### src/autoreclose_defines.vh
// Register map, field layout, reset values and timing figures of the autoreclose sequencer
`ifndef AUTORECLOSE_DEFINES_VH
`define AUTORECLOSE_DEFINES_VH

// Byte offsets on the APB register port
`define AR_OFF_CTRL        8'h00
`define AR_OFF_STATUS      8'h04
`define AR_OFF_IRQ_STAT    8'h08
`define AR_OFF_IRQ_MASK    8'h0c
`define AR_OFF_RECLAIM     8'h10
`define AR_OFF_STARTS      8'h14
`define AR_OFF_FAILS       8'h18
`define AR_OFF_DEAD0       8'h20
`define AR_OFF_CFG0        8'h40
`define AR_OFF_SHOTCNT0    8'h90

// Control fields
`define AR_CTRL_ENABLE     0
`define AR_CTRL_BLOCK_EN   1
`define AR_CTRL_RESET      2'h1

// Status fields: [3:0] state code, [6:4] shot number, [9:8] timer code, [10] timer running
`define AR_ST_SHOT_LSB     4
`define AR_ST_TMR_LSB      8
`define AR_ST_RUN_BIT      10

// Shot configuration word: [14:0] start delay, [29:15] discrimination, [31] enable
`define AR_CFG_DISCR_LSB   15
`define AR_CFG_EN_BIT      31

// Interrupt bits
`define AR_IRQ_SHOT        0
`define AR_IRQ_SUCCESS     1
`define AR_IRQ_FINAL       2
`define AR_IRQ_CBFAIL      3
`define AR_IRQ_LOCKED      4
`define AR_IRQ_W           5

// Times in 10 ms ticks
`define AR_TICK_NS         10000000
`define AR_CLK_NS          50
`define AR_TIME_MIN        15'h0002
`define AR_TIME_MAX        15'h7530
`define AR_DEAD_RESET      15'h01f4
`define AR_RECLAIM_RESET   15'h03e8
`define AR_DELAY_RESET     15'h0002
`define AR_CB_TIMEOUT      15'h00c8

`endif

### src/autoreclose_shot_sequencer.v
// Autoreclose shot sequencer with APB register port and breaker command outputs
//
// Contract
// - Report the shot now executing, numbered one to five.
// - Count failed shots and, separately, total sequence starts.
// - Five per-shot start counters for each of the first two request lines.
// - Fault on a request line starts the shot one start delay.
// - Start delay expiry asserts the open-breaker output.
// - Breaker open drops the open command and starts the shot dead time.
// - Dead time expiry asserts the close-breaker output.
// - Breaker closed drops the close command and starts discrimination time.
// - Fault still present at discrimination expiry trips again, then next shot if enabled, else final trip.
// - Fault gone after reclose starts reclaim; reclaim expiry means success.
// - After success wait for a new request, starting again at shot one.
// - Per-shot dead time, 0.02 to 300.00 s, default 5.00 s.
// - One reclaim time, 0.02 to 300.00 s, default 10.00 s.
// - Active close-block input withholds closing; close at once when released.
// - Per line and shot: enable, start delay, discrimination, 0.02 to 300.00 s.
`timescale 1ns/1ps
`default_nettype none
`include "autoreclose_defines.vh"

module autoreclose_shot_sequencer #(
    parameter TICK_CYCLES = `AR_TICK_NS / `AR_CLK_NS,
    parameter CNT_W       = 16
) (
    input  wire        pclk,
    input  wire        presetn,
    input  wire        psel,
    input  wire        penable,
    input  wire        pwrite,
    input  wire [7:0]  paddr,
    input  wire [31:0] pwdata,
    output reg  [31:0] prdata,
    output reg         pready,
    output reg         pslverr,
    input  wire [3:0]  req_lines,
    input  wire        breaker_open_fb,
    input  wire        breaker_closed_fb,
    input  wire        close_block_input,
    output reg         open_breaker_output,
    output reg         close_breaker_output,
    output reg         irq
);
    localparam [3:0] ST_INIT = 4'h0, ST_RECLAIM = 4'h1, ST_READY = 4'h2, ST_WAIT_OPEN = 4'h3,
                     ST_WAIT_CLOSE = 4'h4, ST_DISCR = 4'h5, ST_LOCKED = 4'h6, ST_FINAL = 4'h7,
                     ST_CBFAIL = 4'h8, ST_INHIBIT = 4'h9, ST_START = 4'ha, ST_DEAD = 4'hb;
    localparam [1:0] TM_RECLAIM = 2'h0, TM_START = 2'h1, TM_DEAD = 2'h2, TM_DISCR = 2'h3;
    localparam [23:0] TICK_LAST = TICK_CYCLES - 1;

    function [14:0] clamp_time;
        input [14:0] v;
        begin
            if (v < `AR_TIME_MIN)
                clamp_time = `AR_TIME_MIN;
            else if (v > `AR_TIME_MAX)
                clamp_time = `AR_TIME_MAX;
            else
                clamp_time = v;
        end
    endfunction

    // Pins are asynchronous to pclk
    reg  [6:0]       sync1;
    reg  [6:0]       sync2;
    wire [3:0]       req_s     = sync2[3:0];
    wire             brk_open  = sync2[4];
    wire             brk_close = sync2[5];
    wire             blk_s     = sync2[6];

    reg  [1:0]       ctrl;
    reg  [14:0]      reclaim_t;
    reg  [`AR_IRQ_W-1:0] irq_stat;
    reg  [`AR_IRQ_W-1:0] irq_mask;
    reg  [`AR_IRQ_W-1:0] ev;
    reg  [CNT_W-1:0] starts_cnt;
    reg  [CNT_W-1:0] fails_cnt;
    reg  [3:0]       state;
    reg  [2:0]       shot_ix;
    reg  [1:0]       line;
    reg              final_pend;
    reg  [1:0]       tcode;
    reg              trun;
    reg              ld;
    reg  [14:0]      ld_val;
    reg  [14:0]      tmr;
    reg  [23:0]      pre;
    reg              inc_total;
    reg              inc_fail;
    reg              inc_shot;

    wire [31:0]      cfg_w   [0:19];
    wire [14:0]      dead_w  [0:4];
    wire [CNT_W-1:0] shot_w  [0:9];

    wire        ar_en   = ctrl[`AR_CTRL_ENABLE];
    wire        blocked = ctrl[`AR_CTRL_BLOCK_EN] & blk_s;
    wire        fault   = |req_s;
    wire        tdone   = (tmr == 15'h0000) & ~ld;
    wire [7:0]  a       = {paddr[7:2], 2'b00};
    wire        wr      = psel & penable & pready & pwrite;
    wire [4:0]  cur_i   = {1'b0, line, 2'b00} + {3'b000, line} + {2'b00, shot_ix};
    wire [4:0]  nxt_i   = cur_i + 5'h01;
    wire [3:0]  sc_i    = {1'b0, line[0], 2'b00} + {3'b000, line[0]} + {1'b0, shot_ix};
    wire [31:0] cur_cfg = cfg_w[cur_i];
    wire [7:0]  cfg_off = a - `AR_OFF_CFG0;
    wire [7:0]  dead_off = a - `AR_OFF_DEAD0;
    wire [7:0]  sc_off  = a - `AR_OFF_SHOTCNT0;

    // Lowest active request line whose shot one is enabled
    reg         hit;
    reg  [1:0]  hit_line;
    integer     k;
    always @*
    begin
        hit = 1'b0;
        hit_line = 2'b00;
        for (k = 3; k >= 0; k = k - 1)
            if (req_s[k] && cfg_w[k * 5][`AR_CFG_EN_BIT])
            begin
                hit = 1'b1;
                hit_line = k[1:0];
            end
    end

    always @(posedge pclk or negedge presetn)
    begin
        if (!presetn)
        begin
            sync1 <= 7'h00;
            sync2 <= 7'h00;
        end
        else
        begin
            sync1 <= {close_block_input, breaker_closed_fb, breaker_open_fb, req_lines};
            sync2 <= sync1;
        end
    end

    genvar i;
    generate
        for (i = 0; i < 20; i = i + 1)
        begin : g_cfg
            localparam [7:0] ADDR = `AR_OFF_CFG0 + 4 * i;
            reg [31:0] r;
            always @(posedge pclk or negedge presetn)
            begin
                if (!presetn)
                    r <= {1'b0, 1'b0, `AR_DELAY_RESET, `AR_DELAY_RESET};
                else if (wr && a == ADDR)
                    r <= {pwdata[31], 1'b0, clamp_time(pwdata[29:15]),
                          clamp_time(pwdata[14:0])};
            end
            assign cfg_w[i] = r;
        end
        for (i = 0; i < 5; i = i + 1)
        begin : g_dead
            localparam [7:0] ADDR = `AR_OFF_DEAD0 + 4 * i;
            reg [14:0] r;
            always @(posedge pclk or negedge presetn)
            begin
                if (!presetn)
                    r <= `AR_DEAD_RESET;
                else if (wr && a == ADDR)
                    r <= clamp_time(pwdata[14:0]);
            end
            assign dead_w[i] = r;
        end
        for (i = 0; i < 10; i = i + 1)
        begin : g_shotcnt
            localparam [7:0] ADDR = `AR_OFF_SHOTCNT0 + 4 * i;
            localparam [3:0] IX = i;
            reg [CNT_W-1:0] r;
            always @(posedge pclk or negedge presetn)
            begin
                if (!presetn)
                    r <= {CNT_W{1'b0}};
                else if (inc_shot && !line[1] && sc_i == IX)
                    r <= (wr && a == ADDR) ? {{(CNT_W-1){1'b0}}, 1'b1} : r + 1'b1;
                else if (wr && a == ADDR)
                    r <= {CNT_W{1'b0}};
            end
            assign shot_w[i] = r;
        end
    endgenerate

    // Register port, interrupt and counters; a count event beats a software clear
    always @(posedge pclk or negedge presetn)
    begin
        if (!presetn)
        begin
            ctrl <= `AR_CTRL_RESET;
            reclaim_t <= `AR_RECLAIM_RESET;
            irq_mask <= {`AR_IRQ_W{1'b0}};
            irq_stat <= {`AR_IRQ_W{1'b0}};
            irq <= 1'b0;
            starts_cnt <= {CNT_W{1'b0}};
            fails_cnt <= {CNT_W{1'b0}};
        end
        else
        begin
            if (wr && a == `AR_OFF_CTRL)
                ctrl <= pwdata[1:0];
            if (wr && a == `AR_OFF_RECLAIM)
                reclaim_t <= clamp_time(pwdata[14:0]);
            if (wr && a == `AR_OFF_IRQ_MASK)
                irq_mask <= pwdata[`AR_IRQ_W-1:0];
            irq_stat <= (irq_stat & ~((wr && a == `AR_OFF_IRQ_STAT) ?
                         pwdata[`AR_IRQ_W-1:0] : {`AR_IRQ_W{1'b0}})) | ev;
            irq <= |(irq_stat & irq_mask);
            if (inc_total)
                starts_cnt <= (wr && a == `AR_OFF_STARTS) ? {{(CNT_W-1){1'b0}}, 1'b1}
                              : starts_cnt + 1'b1;
            else if (wr && a == `AR_OFF_STARTS)
                starts_cnt <= {CNT_W{1'b0}};
            if (inc_fail)
                fails_cnt <= (wr && a == `AR_OFF_FAILS) ? {{(CNT_W-1){1'b0}}, 1'b1}
                             : fails_cnt + 1'b1;
            else if (wr && a == `AR_OFF_FAILS)
                fails_cnt <= {CNT_W{1'b0}};
        end
    end

    // Read mux; status shows internal phases under the nearest reported state
    reg  [31:0] rmux;
    reg         rhit;
    reg  [3:0]  code;
    always @*
    begin
        case (state)
            ST_START: code = ST_READY;
            ST_DEAD:  code = ST_WAIT_CLOSE;
            default:  code = state;
        endcase
        rhit = 1'b1;
        rmux = 32'h0000_0000;
        if (a == `AR_OFF_CTRL)
            rmux = {30'h0000_0000, ctrl};
        else if (a == `AR_OFF_STATUS)
            rmux = {21'h00_0000, trun, tcode, 1'b0, shot_ix + 3'h1, code};
        else if (a == `AR_OFF_IRQ_STAT)
            rmux[`AR_IRQ_W-1:0] = irq_stat;
        else if (a == `AR_OFF_IRQ_MASK)
            rmux[`AR_IRQ_W-1:0] = irq_mask;
        else if (a == `AR_OFF_RECLAIM)
            rmux[14:0] = reclaim_t;
        else if (a == `AR_OFF_STARTS)
            rmux[CNT_W-1:0] = starts_cnt;
        else if (a == `AR_OFF_FAILS)
            rmux[CNT_W-1:0] = fails_cnt;
        else if (a >= `AR_OFF_DEAD0 && dead_off < 8'h14)
            rmux[14:0] = dead_w[dead_off[4:2]];
        else if (a >= `AR_OFF_CFG0 && cfg_off < 8'h50)
            rmux = cfg_w[cfg_off[6:2]];
        else if (a >= `AR_OFF_SHOTCNT0 && sc_off < 8'h28)
            rmux[CNT_W-1:0] = shot_w[sc_off[5:2]];
        else
            rhit = 1'b0;
    end

    // One wait state: pready rises in the second access cycle
    always @(posedge pclk or negedge presetn)
    begin
        if (!presetn)
        begin
            pready <= 1'b0;
            pslverr <= 1'b0;
            prdata <= 32'h0000_0000;
        end
        else
        begin
            pready <= psel & penable & ~pready;
            pslverr <= psel & penable & ~pready & ~rhit;
            if (psel && penable && !pready && !pwrite)
                prdata <= rmux;
        end
    end

    // Interval timer in 10 ms ticks
    always @(posedge pclk or negedge presetn)
    begin
        if (!presetn)
        begin
            tmr <= 15'h0000;
            pre <= 24'h00_0000;
        end
        else if (ld)
        begin
            tmr <= ld_val;
            pre <= 24'h00_0000;
        end
        else if (tmr != 15'h0000)
        begin
            if (pre == TICK_LAST)
            begin
                pre <= 24'h00_0000;
                tmr <= tmr - 15'h0001;
            end
            else
                pre <= pre + 24'h00_0001;
        end
    end

    always @(posedge pclk or negedge presetn)
    begin
        if (!presetn)
        begin
            state <= ST_INIT;
            shot_ix <= 3'h0;
            line <= 2'h0;
            final_pend <= 1'b0;
            tcode <= TM_RECLAIM;
            trun <= 1'b0;
            ld <= 1'b0;
            ld_val <= 15'h0000;
            ev <= {`AR_IRQ_W{1'b0}};
            inc_total <= 1'b0;
            inc_fail <= 1'b0;
            inc_shot <= 1'b0;
            open_breaker_output <= 1'b0;
            close_breaker_output <= 1'b0;
        end
        else
        begin
            ld <= 1'b0;
            ev <= {`AR_IRQ_W{1'b0}};
            inc_total <= 1'b0;
            inc_fail <= 1'b0;
            inc_shot <= 1'b0;
            case (state)
                ST_INIT:
                    state <= ST_READY;
                ST_READY:
                    if (!ar_en)
                        state <= ST_INHIBIT;
                    else if (fault && hit)
                    begin
                        line <= hit_line;
                        shot_ix <= 3'h0;
                        final_pend <= 1'b0;
                        ld <= 1'b1;
                        ld_val <= cfg_w[{1'b0, hit_line, 2'b00} + {3'b000, hit_line}][14:0];
                        tcode <= TM_START;
                        trun <= 1'b1;
                        inc_total <= 1'b1;
                        inc_shot <= 1'b1;
                        ev[`AR_IRQ_SHOT] <= 1'b1;
                        state <= ST_START;
                    end
                ST_START:
                    if (!fault)
                    begin
                        trun <= 1'b0;
                        state <= ST_READY;
                    end
                    else if (tdone)
                    begin
                        open_breaker_output <= 1'b1;
                        ld <= 1'b1;
                        ld_val <= `AR_CB_TIMEOUT;
                        trun <= 1'b0;
                        state <= ST_WAIT_OPEN;
                    end
                ST_WAIT_OPEN:
                    if (brk_open)
                    begin
                        open_breaker_output <= 1'b0;
                        if (final_pend)
                        begin
                            ev[`AR_IRQ_FINAL] <= 1'b1;
                            state <= ST_FINAL;
                        end
                        else
                        begin
                            ld <= 1'b1;
                            ld_val <= dead_w[shot_ix];
                            tcode <= TM_DEAD;
                            trun <= 1'b1;
                            state <= ST_DEAD;
                        end
                    end
                    else if (tdone)
                    begin
                        open_breaker_output <= 1'b0;
                        ev[`AR_IRQ_CBFAIL] <= 1'b1;
                        state <= ST_CBFAIL;
                    end
                ST_DEAD:
                    if (tdone)
                    begin
                        ld <= 1'b1;
                        ld_val <= `AR_CB_TIMEOUT;
                        trun <= 1'b0;
                        state <= ST_WAIT_CLOSE;
                    end
                ST_WAIT_CLOSE:
                begin
                    close_breaker_output <= ~blocked & ~brk_close;
                    if (brk_close)
                    begin
                        ld <= 1'b1;
                        ld_val <= cur_cfg[29:15];
                        tcode <= TM_DISCR;
                        trun <= 1'b1;
                        state <= ST_DISCR;
                    end
                    else if (blocked)
                    begin
                        // Breaker supervision restarts once the block lifts
                        ld <= 1'b1;
                        ld_val <= `AR_CB_TIMEOUT;
                    end
                    else if (tdone)
                    begin
                        close_breaker_output <= 1'b0;
                        ev[`AR_IRQ_CBFAIL] <= 1'b1;
                        state <= ST_CBFAIL;
                    end
                end
                ST_DISCR:
                    if (!fault)
                    begin
                        ld <= 1'b1;
                        ld_val <= reclaim_t;
                        tcode <= TM_RECLAIM;
                        state <= ST_RECLAIM;
                    end
                    else if (tdone)
                    begin
                        open_breaker_output <= 1'b1;
                        inc_fail <= 1'b1;
                        ld <= 1'b1;
                        ld_val <= `AR_CB_TIMEOUT;
                        trun <= 1'b0;
                        state <= ST_WAIT_OPEN;
                        if (shot_ix < 3'h4 && cfg_w[nxt_i][`AR_CFG_EN_BIT])
                        begin
                            shot_ix <= shot_ix + 3'h1;
                            inc_shot <= 1'b1;
                            ev[`AR_IRQ_SHOT] <= 1'b1;
                        end
                        else
                            final_pend <= 1'b1;
                    end
                ST_RECLAIM:
                    if (tdone)
                    begin
                        shot_ix <= 3'h0;
                        trun <= 1'b0;
                        ev[`AR_IRQ_SUCCESS] <= 1'b1;
                        state <= ST_READY;
                    end
                ST_INHIBIT, ST_LOCKED:
                    if (ar_en)
                        state <= ST_READY;
                ST_FINAL, ST_CBFAIL:
                    state <= state;
                default:
                    state <= ST_INIT;
            endcase
            // Disabling mid-sequence drops both coils rather than leave one energised
            if (!ar_en && (state == ST_START || state == ST_WAIT_OPEN || state == ST_DEAD
                || state == ST_WAIT_CLOSE || state == ST_DISCR || state == ST_RECLAIM))
            begin
                open_breaker_output <= 1'b0;
                close_breaker_output <= 1'b0;
                trun <= 1'b0;
                ev[`AR_IRQ_LOCKED] <= 1'b1;
                state <= ST_LOCKED;
            end
        end
    end
endmodule // autoreclose_shot_sequencer

`default_nettype wire

### config.mk
export PLATFORM = sky130hd
export DESIGN_NAME = autoreclose_shot_sequencer
export DESIGN_NICKNAME = d
export VERILOG_FILES = /design/src/autoreclose_shot_sequencer.v
export VERILOG_INCLUDE_DIRS = /design/src
export SDC_FILE = /design/constraint.sdc
export NUM_CORES = 2
export LEC_CHECK = 0
export BUFFER_PORTS_ARGS = -buffer_cell sky130_fd_sc_hd__buf_2
export CAP_MARGIN = 20
export CORE_MARGIN = 2
export CORE_UTILIZATION = 50
export CTS_BUF_LIST = sky130_fd_sc_hd__clkbuf_8
export DETAILED_ROUTE_END_ITERATION = 7
export PLACE_DENSITY = 0.65
export SYNTH_ARGS = -nofsm -noshare
export SYNTH_HDL_FRONTEND = slang
export SYNTH_SLANG_ARGS = --single-unit
export TNS_END_PERCENT = 50
### constraint.sdc
create_clock -name pclk -period 3.2 [get_ports pclk]
set_input_delay 0.32 -clock pclk [delete_from_list [all_inputs] [get_ports pclk]]
set_output_delay 0.32 -clock pclk [all_outputs]
set_load 0.02 [all_outputs]
======== Word level (Yosys, flattened, before mapping) ========
Index checks and enable logic that the tools add are counted.
operators by class
  bitwise operators ....................... 24
  $add $sub $neg .......................... 24
  order comparisons ....................... 18
  eq/ne operators ......................... 90
  reduce and logical (&&, ||, !) cells .... 115
  mux-type cells .......................... 203
operators by type and width
  cell                   number
  $mux 16                53
  $bmux 32 s5            4
  $mux 15                24
  $add 16x1->16 const B  12
  $mux 32                6
  $eq 6x5->1 const B     16
  $bmux 15 s3            2
  $pmux 15 s6            1
  $eq 6x6->1 const B     14
  $mux 24                3
  $logic_and 1x1->1      65
  $bmux 16 s4            1
  $mux 1                 60
  $mux 30                2
  $mux 4                 14
  $mux 27                2
  $pmux 4 s10            1
  $mux 17                2
  $eq 4x3->1 const B     8
  $reduce_bool 2->1      16
  $eq 6x4->1 const B     5
  $gt 15x15->1 const B   2
  $lt 15x2->1 const B    2
  $reduce_and 7->1       4
  other kinds (67)       155
storage, ports and cells
  register bits ........................... 1041
  word-level logic and storage cells ...... 537

======== Longest topological paths before layout ========
  depth in word-level cells ............... 23
  gate-level depth with buffers ........... 13
  gate-level depth less buffers ........... 10

======== Worst setup path before layout ========
OpenSTA, ideal clock, no wires.
  path type ............................... reg2reg
  start ................................... reg shot_ix[0]
  end ..................................... reg shot_ix[1]
  stages on the path, launching flop included .. 12
  arrival ................................. 3.117 ns
  slack ................................... -0.043 ns
  required time ........................... 3.074 ns
  library setup time ...................... 0.126 ns
  cells stage by stage .................... dfrtp_1 -> ha_1 -> fa_1 -> ha_1 -> buf_2 -> xor3_2 -> mux4_1 -> nand2_1 -> a2bb2oi_1 -> nor2_1 -> or2_4 -> a311o_1
between the ends
  word-level cells in the longest chain between the ends .. 9
ends and longest elaborated chain
  element                                      RTL line                          RTL
  start: declaration                           autoreclose_shot_sequencer.v:79   reg [2:0] shot_ix;
  start signal: assignment                     autoreclose_shot_sequencer.v:438  shot_ix <= shot_ix + 3'h1;
  $add 5x3->5                                  autoreclose_shot_sequencer.v:102  wire [4:0] cur_i = {1'b0, line, 2'b00} + {3'b000, line} + {2'b00, shot_ix};
  $add 5x1->5                                  autoreclose_shot_sequencer.v:103  wire [4:0] nxt_i = cur_i + 5'h01;
  $not 5->6 (not written as such)              autoreclose_shot_sequencer.v:436  if (shot_ix < 3'h4 && cfg_w[nxt_i][`AR_CFG_EN_BIT])
  $bmux 32 s5                                  autoreclose_shot_sequencer.v:436
  $mux 32 (not written as such) (2 in series)  autoreclose_shot_sequencer.v:436
  $logic_and 1x1->1                            autoreclose_shot_sequencer.v:436
  $ne 2x2->1 (no line)                         n/a
  $reduce_and 7->1 (no line)                   n/a
Several ways; a longest one is shown, not always the timed one. The select of a mux whose other input is x is not followed.
A chain may end at the register's enable or synchronous reset.

======== Worst setup path in the final report ========
  start ................................... reg line[0]
  end ..................................... reg shot_ix[1]
between the ends
  word-level cells in the longest chain between the ends .. 10
ends and longest elaborated chain
  element                                      RTL line                          RTL
  start: declaration                           autoreclose_shot_sequencer.v:80   reg [1:0] line;
  start signal: assignment                     autoreclose_shot_sequencer.v:338  line <= hit_line;
  $add 4x2->5                                  autoreclose_shot_sequencer.v:102
  $add 5x3->5                                  autoreclose_shot_sequencer.v:102
  $add 5x1->5                                  autoreclose_shot_sequencer.v:103
  $not 5->6 (not written as such)              autoreclose_shot_sequencer.v:436
  $bmux 32 s5                                  autoreclose_shot_sequencer.v:436
  $mux 32 (not written as such) (2 in series)  autoreclose_shot_sequencer.v:436
  $logic_and 1x1->1                            autoreclose_shot_sequencer.v:436
  $ne 2x2->1 (no line)                         n/a
  $reduce_and 7->1 (no line)                   n/a
No other way between the ends. The select of a mux whose other input is x is not followed.

==> metrics.md <==
| Metric | Value |
|---|---|
| Post-synth net total | `5104` |
| CTS H-tree lvls | `4` |
| Number of global-route vias before repair | `40700` |
| CP Launch Type | `flip-flop` |
| Pleak | `25.8 nW` |
| Failing checks | `setup timing` |
| Setup violators final | `5` |
| Nets | `5292` |
| CTS Buffer Depth | `3` |
| Largest net degree at the start of global routing | `110` |
| Routed via count | `41600` |
| Setup CP Type | `reg2reg` |
| Max Fclk | `0.297 GHz` |
| Final non-filler cell area | `60900 sq um` |
| YS warnings | `0` |
| Detail Placement HPWL | `114000 um` |
| IO buf count | `84` |
| Grt ovf | `0` |
| Worst Hold Class | `in2reg` |
| Placed cell area | `56800 sq um` |
| Slew margin rel. | `35.5%` |
| WP data required | `3930 ps` |
| Max Cap Violations | `0` |
| Worst-path cell chain | `ha_4, fa_4, ha_4, xor3_2, mux4_2, nand2_2, a2bb2oi_2, nor2_2, or2_4, a311o_1` |
| Initial core utilization | `50.5%` |
| Vert. Die Dim | `330 um` |
| Synth Flop Type | `dfrtp_1` |
| Sink Count | `1039` |
| Commonest non-fill, non-tap cell in the layout | `dfrtp_1` |
| Post-route setup TNS | `-571 ps` |
| Max VDD drop | `0.392 mV` |
| Num CTS Buffers | `176` |
| Fin crit share | `105%` |
| Commonest non-fill, non-tap cells in the layout | `962 x dfrtp_1, 918 x nand2_1, 669 x o21ai_0` |
| Crit path max fanout | `5` |
| Core Region | `106000 sq um` |
| Mapped cell area | `53300 sq um` |
| Crit-path slowest cell | `fa_4` |
| Initial drt markers | `4248` |
| Final Hold Fails | `0` |
| Die area | `109000 sq um` |
| Max-slew violations | `0` |
| IO Pins | `89` |
| CTS tree | `built` |
| Clk_lat worst skew | `900 ps` |
| FF+latch count, synth | `1039` |
| Critical Path End Type | `flip-flop` |
| Final Critical Period | `3370 ps` |
| Mapped Avg Cell Area | `10.6 sq um` |
| Avg WL per Cell | `25.0 um` |
| First-pass GRT wire length | `257000 um` |
| Worst Path Arrival | `4100 ps` |
| Number of synthesized flops with an enable pin | `0` |
| Drt total wl | `169000 um` |
| Final worst setup slack | `-171 ps` |
| All-Layer GR Usage | `31.4%` |
| Crit-path max cell delay | `800 ps` |
| Via/cell ratio | `6.16` |
| Cells after synthesis | `5018` |
| Row cnt | `119` |
| Crit path buf inv count | `0` |
| GP Congestion | `0.995` |
| Most frequent CP cell | `ha_4` |
| Crit-path leading delay family | `adder cells` |
| FFs w/ async S/R, synth | `100%` |
| Utilization after layout | `57.7%` |
| Router iterations before antenna repair | `5` |
| Power Dens Cells | `504 nW/um^2` |
| Antenna viol nets, final | `0` |
| Run status | `complete, but fails checks` |
| Clk pin slew, worst setup/hold paths | `70 ps` |
| Clk_skew | `79.0 ps` |
| Unrepaired setup endpoints after global routing | `true` |
| Die W | `330 um` |
| Unique masters post-synth | `85` |
| Sequential-to-total area share from yosys stat | `49.0%` |
| Clock root buffer master | `clkbuf_8` |
| Layout cell share with drive strength beyond 1 | `23.7%` |
| P&R area growth vs syn | `14.3%` |
| Initial antenna violation count | `15` |
| # DRC | `0` |
| Worst Max-Slew Pin Slew | `964 ps` |
## power breakdown
part	total, W	switching, W	leakage [nW]	internal, W
Sequential	0.0142	0.000579	13.2	0.0136
Clock	0.0122	0.00571	2.12	0.00651
Combinational	0.00429	0.00288	10.5	0.00141
Total	0.0307	0.00917	25.8	0.0215
## Yosys cell counts, types with 61 or more instances
| cell | number | share of area (%) |
|---|---|---|
| clkbuf_1 | 297 | 2.1 |
| o21ai_0 | 669 | 6.3 |
| xor2_1 | 114 | 1.9 |
| nor2_1 | 280 | 2.0 |
| and3_1 | 61 | 0.72 |
| dfstp_2 | 77 | 3.8 |
| nand3_1 | 162 | 1.5 |
| mux2_2 | 178 | 3.8 |
| nand2_1 | 922 | 6.5 |
| mux4_2 | 320 | 14 |
| a21oi_1 | 110 | 1.0 |
| dfrtp_1 | 962 | 45 |
| xnor2_1 | 69 | 1.1 |
## area by class of cell
type	count	area (sq um)
well taps	1391	1740
flip-flops and latches	1039	26100
clock buffers	232	3190
diodes	4	10.0
clock inverters	95	475
multi-input cells	3526	25600
repair buffers	403	3560
fillers	8887	44700
inverters	60	225
## per-stage QoR
step | hold slack [ps] | total power [W] | setup slack, ps | cells
2_1_floorplan | 24.4 | 0.0163 | 10.0 | 5018
3_3_place_gp | 337 | 0.0185 | -226 | 6382
3_5_place_dp | 337 | 0.0185 | -268 | 6382
4_1_cts | 1.54 | 0.0308 | -141 | 6743
5_1_grt | 38.7 | 0.0318 | -215 | 6747
6_report | 66.1 | 0.0307 | -171 | 6750
## metal layers
metal	vias to the layer above	routed length [um]	global-route usage, %
met2	1679	75200	47.0
met5	-	144	0
met3	431	15100	7.77
met4	22	7250	13.1
met1	21000	71400	44.1
li1	18400	-	-
## cell families (layout without fill, tap and decap cells)
group | Yosys count | count (layout) | share of synthesized area (%)
other | 1 | 5 | 0.00704
AO/OA/AOI/OAI | 1072 | 1072 | 11.6
adder cells (fa/ha/maj) | 34 | 34 | 0.812
AND/OR/NAND/NOR | 1702 | 1702 | 14.1
buffers and inverters | 453 | 790 | 3.48
flip-flops | 1039 | 1039 | 49.0
multiplexers | 533 | 533 | 18.0
XOR/XNOR | 184 | 184 | 3.05
## worst min-delay path: cells and delay by family
kind                   cells  cell delay (ps)
buffers and inverters      2              320
AOI/OAI and AO/OA          2              280
## timing repair
action / 4_1_cts / 5_1_grt
gates resized for setup: 7 / 9
endpoints found under the setup margin: 11 / 11
pin swaps: 7 / 4
hold buffers: 32 / 0
gates cloned: 0 / 0
endpoints found under the hold margin: 649 / 0
setup buffers: 2 / 2
## registers in the layout, indices dropped and copies added (netlist names), 2 cells and up
name	flops
ctrl	2
ev	5
fails_cnt	16
g_cfg.r	620
g_dead.r	75
g_shotcnt.r	160
irq_mask	5
irq_stat	5
ld_val	15
line	2
prdata	31
pre	24
reclaim_t	15
shot_ix	3
starts_cnt	16
state	4
sync1	7
sync2	7
tcode	2
tmr	15
## path summary, 6_finish.rpt
check / start / endpoint / slack, ps / cells past startpoint
max in group asynchronous: presetn / starts_cnt[10]$_DFFE_PN0P_ / 940 / 4
setup / recovery: line[0]$_DFFE_PN0P_ / shot_ix[1]$_DFFE_PN0P_ / -170 / 10
hold reg to reg: sync1[5]$_DFF_PN0_ / sync2[5]$_DFF_PN0_ / 350 / 0
min in group asynchronous: presetn / pslverr$_DFF_PN0_ / 550 / 3
setup reg to reg: line[0]$_DFFE_PN0P_ / shot_ix[1]$_DFFE_PN0P_ / -170 / 10
hold / removal: pwdata[26] / g_cfg[11].r[25]$_DFFE_PN0P_ / 70 / 4
No activity file was read; power rests on OpenSTA's default activity.
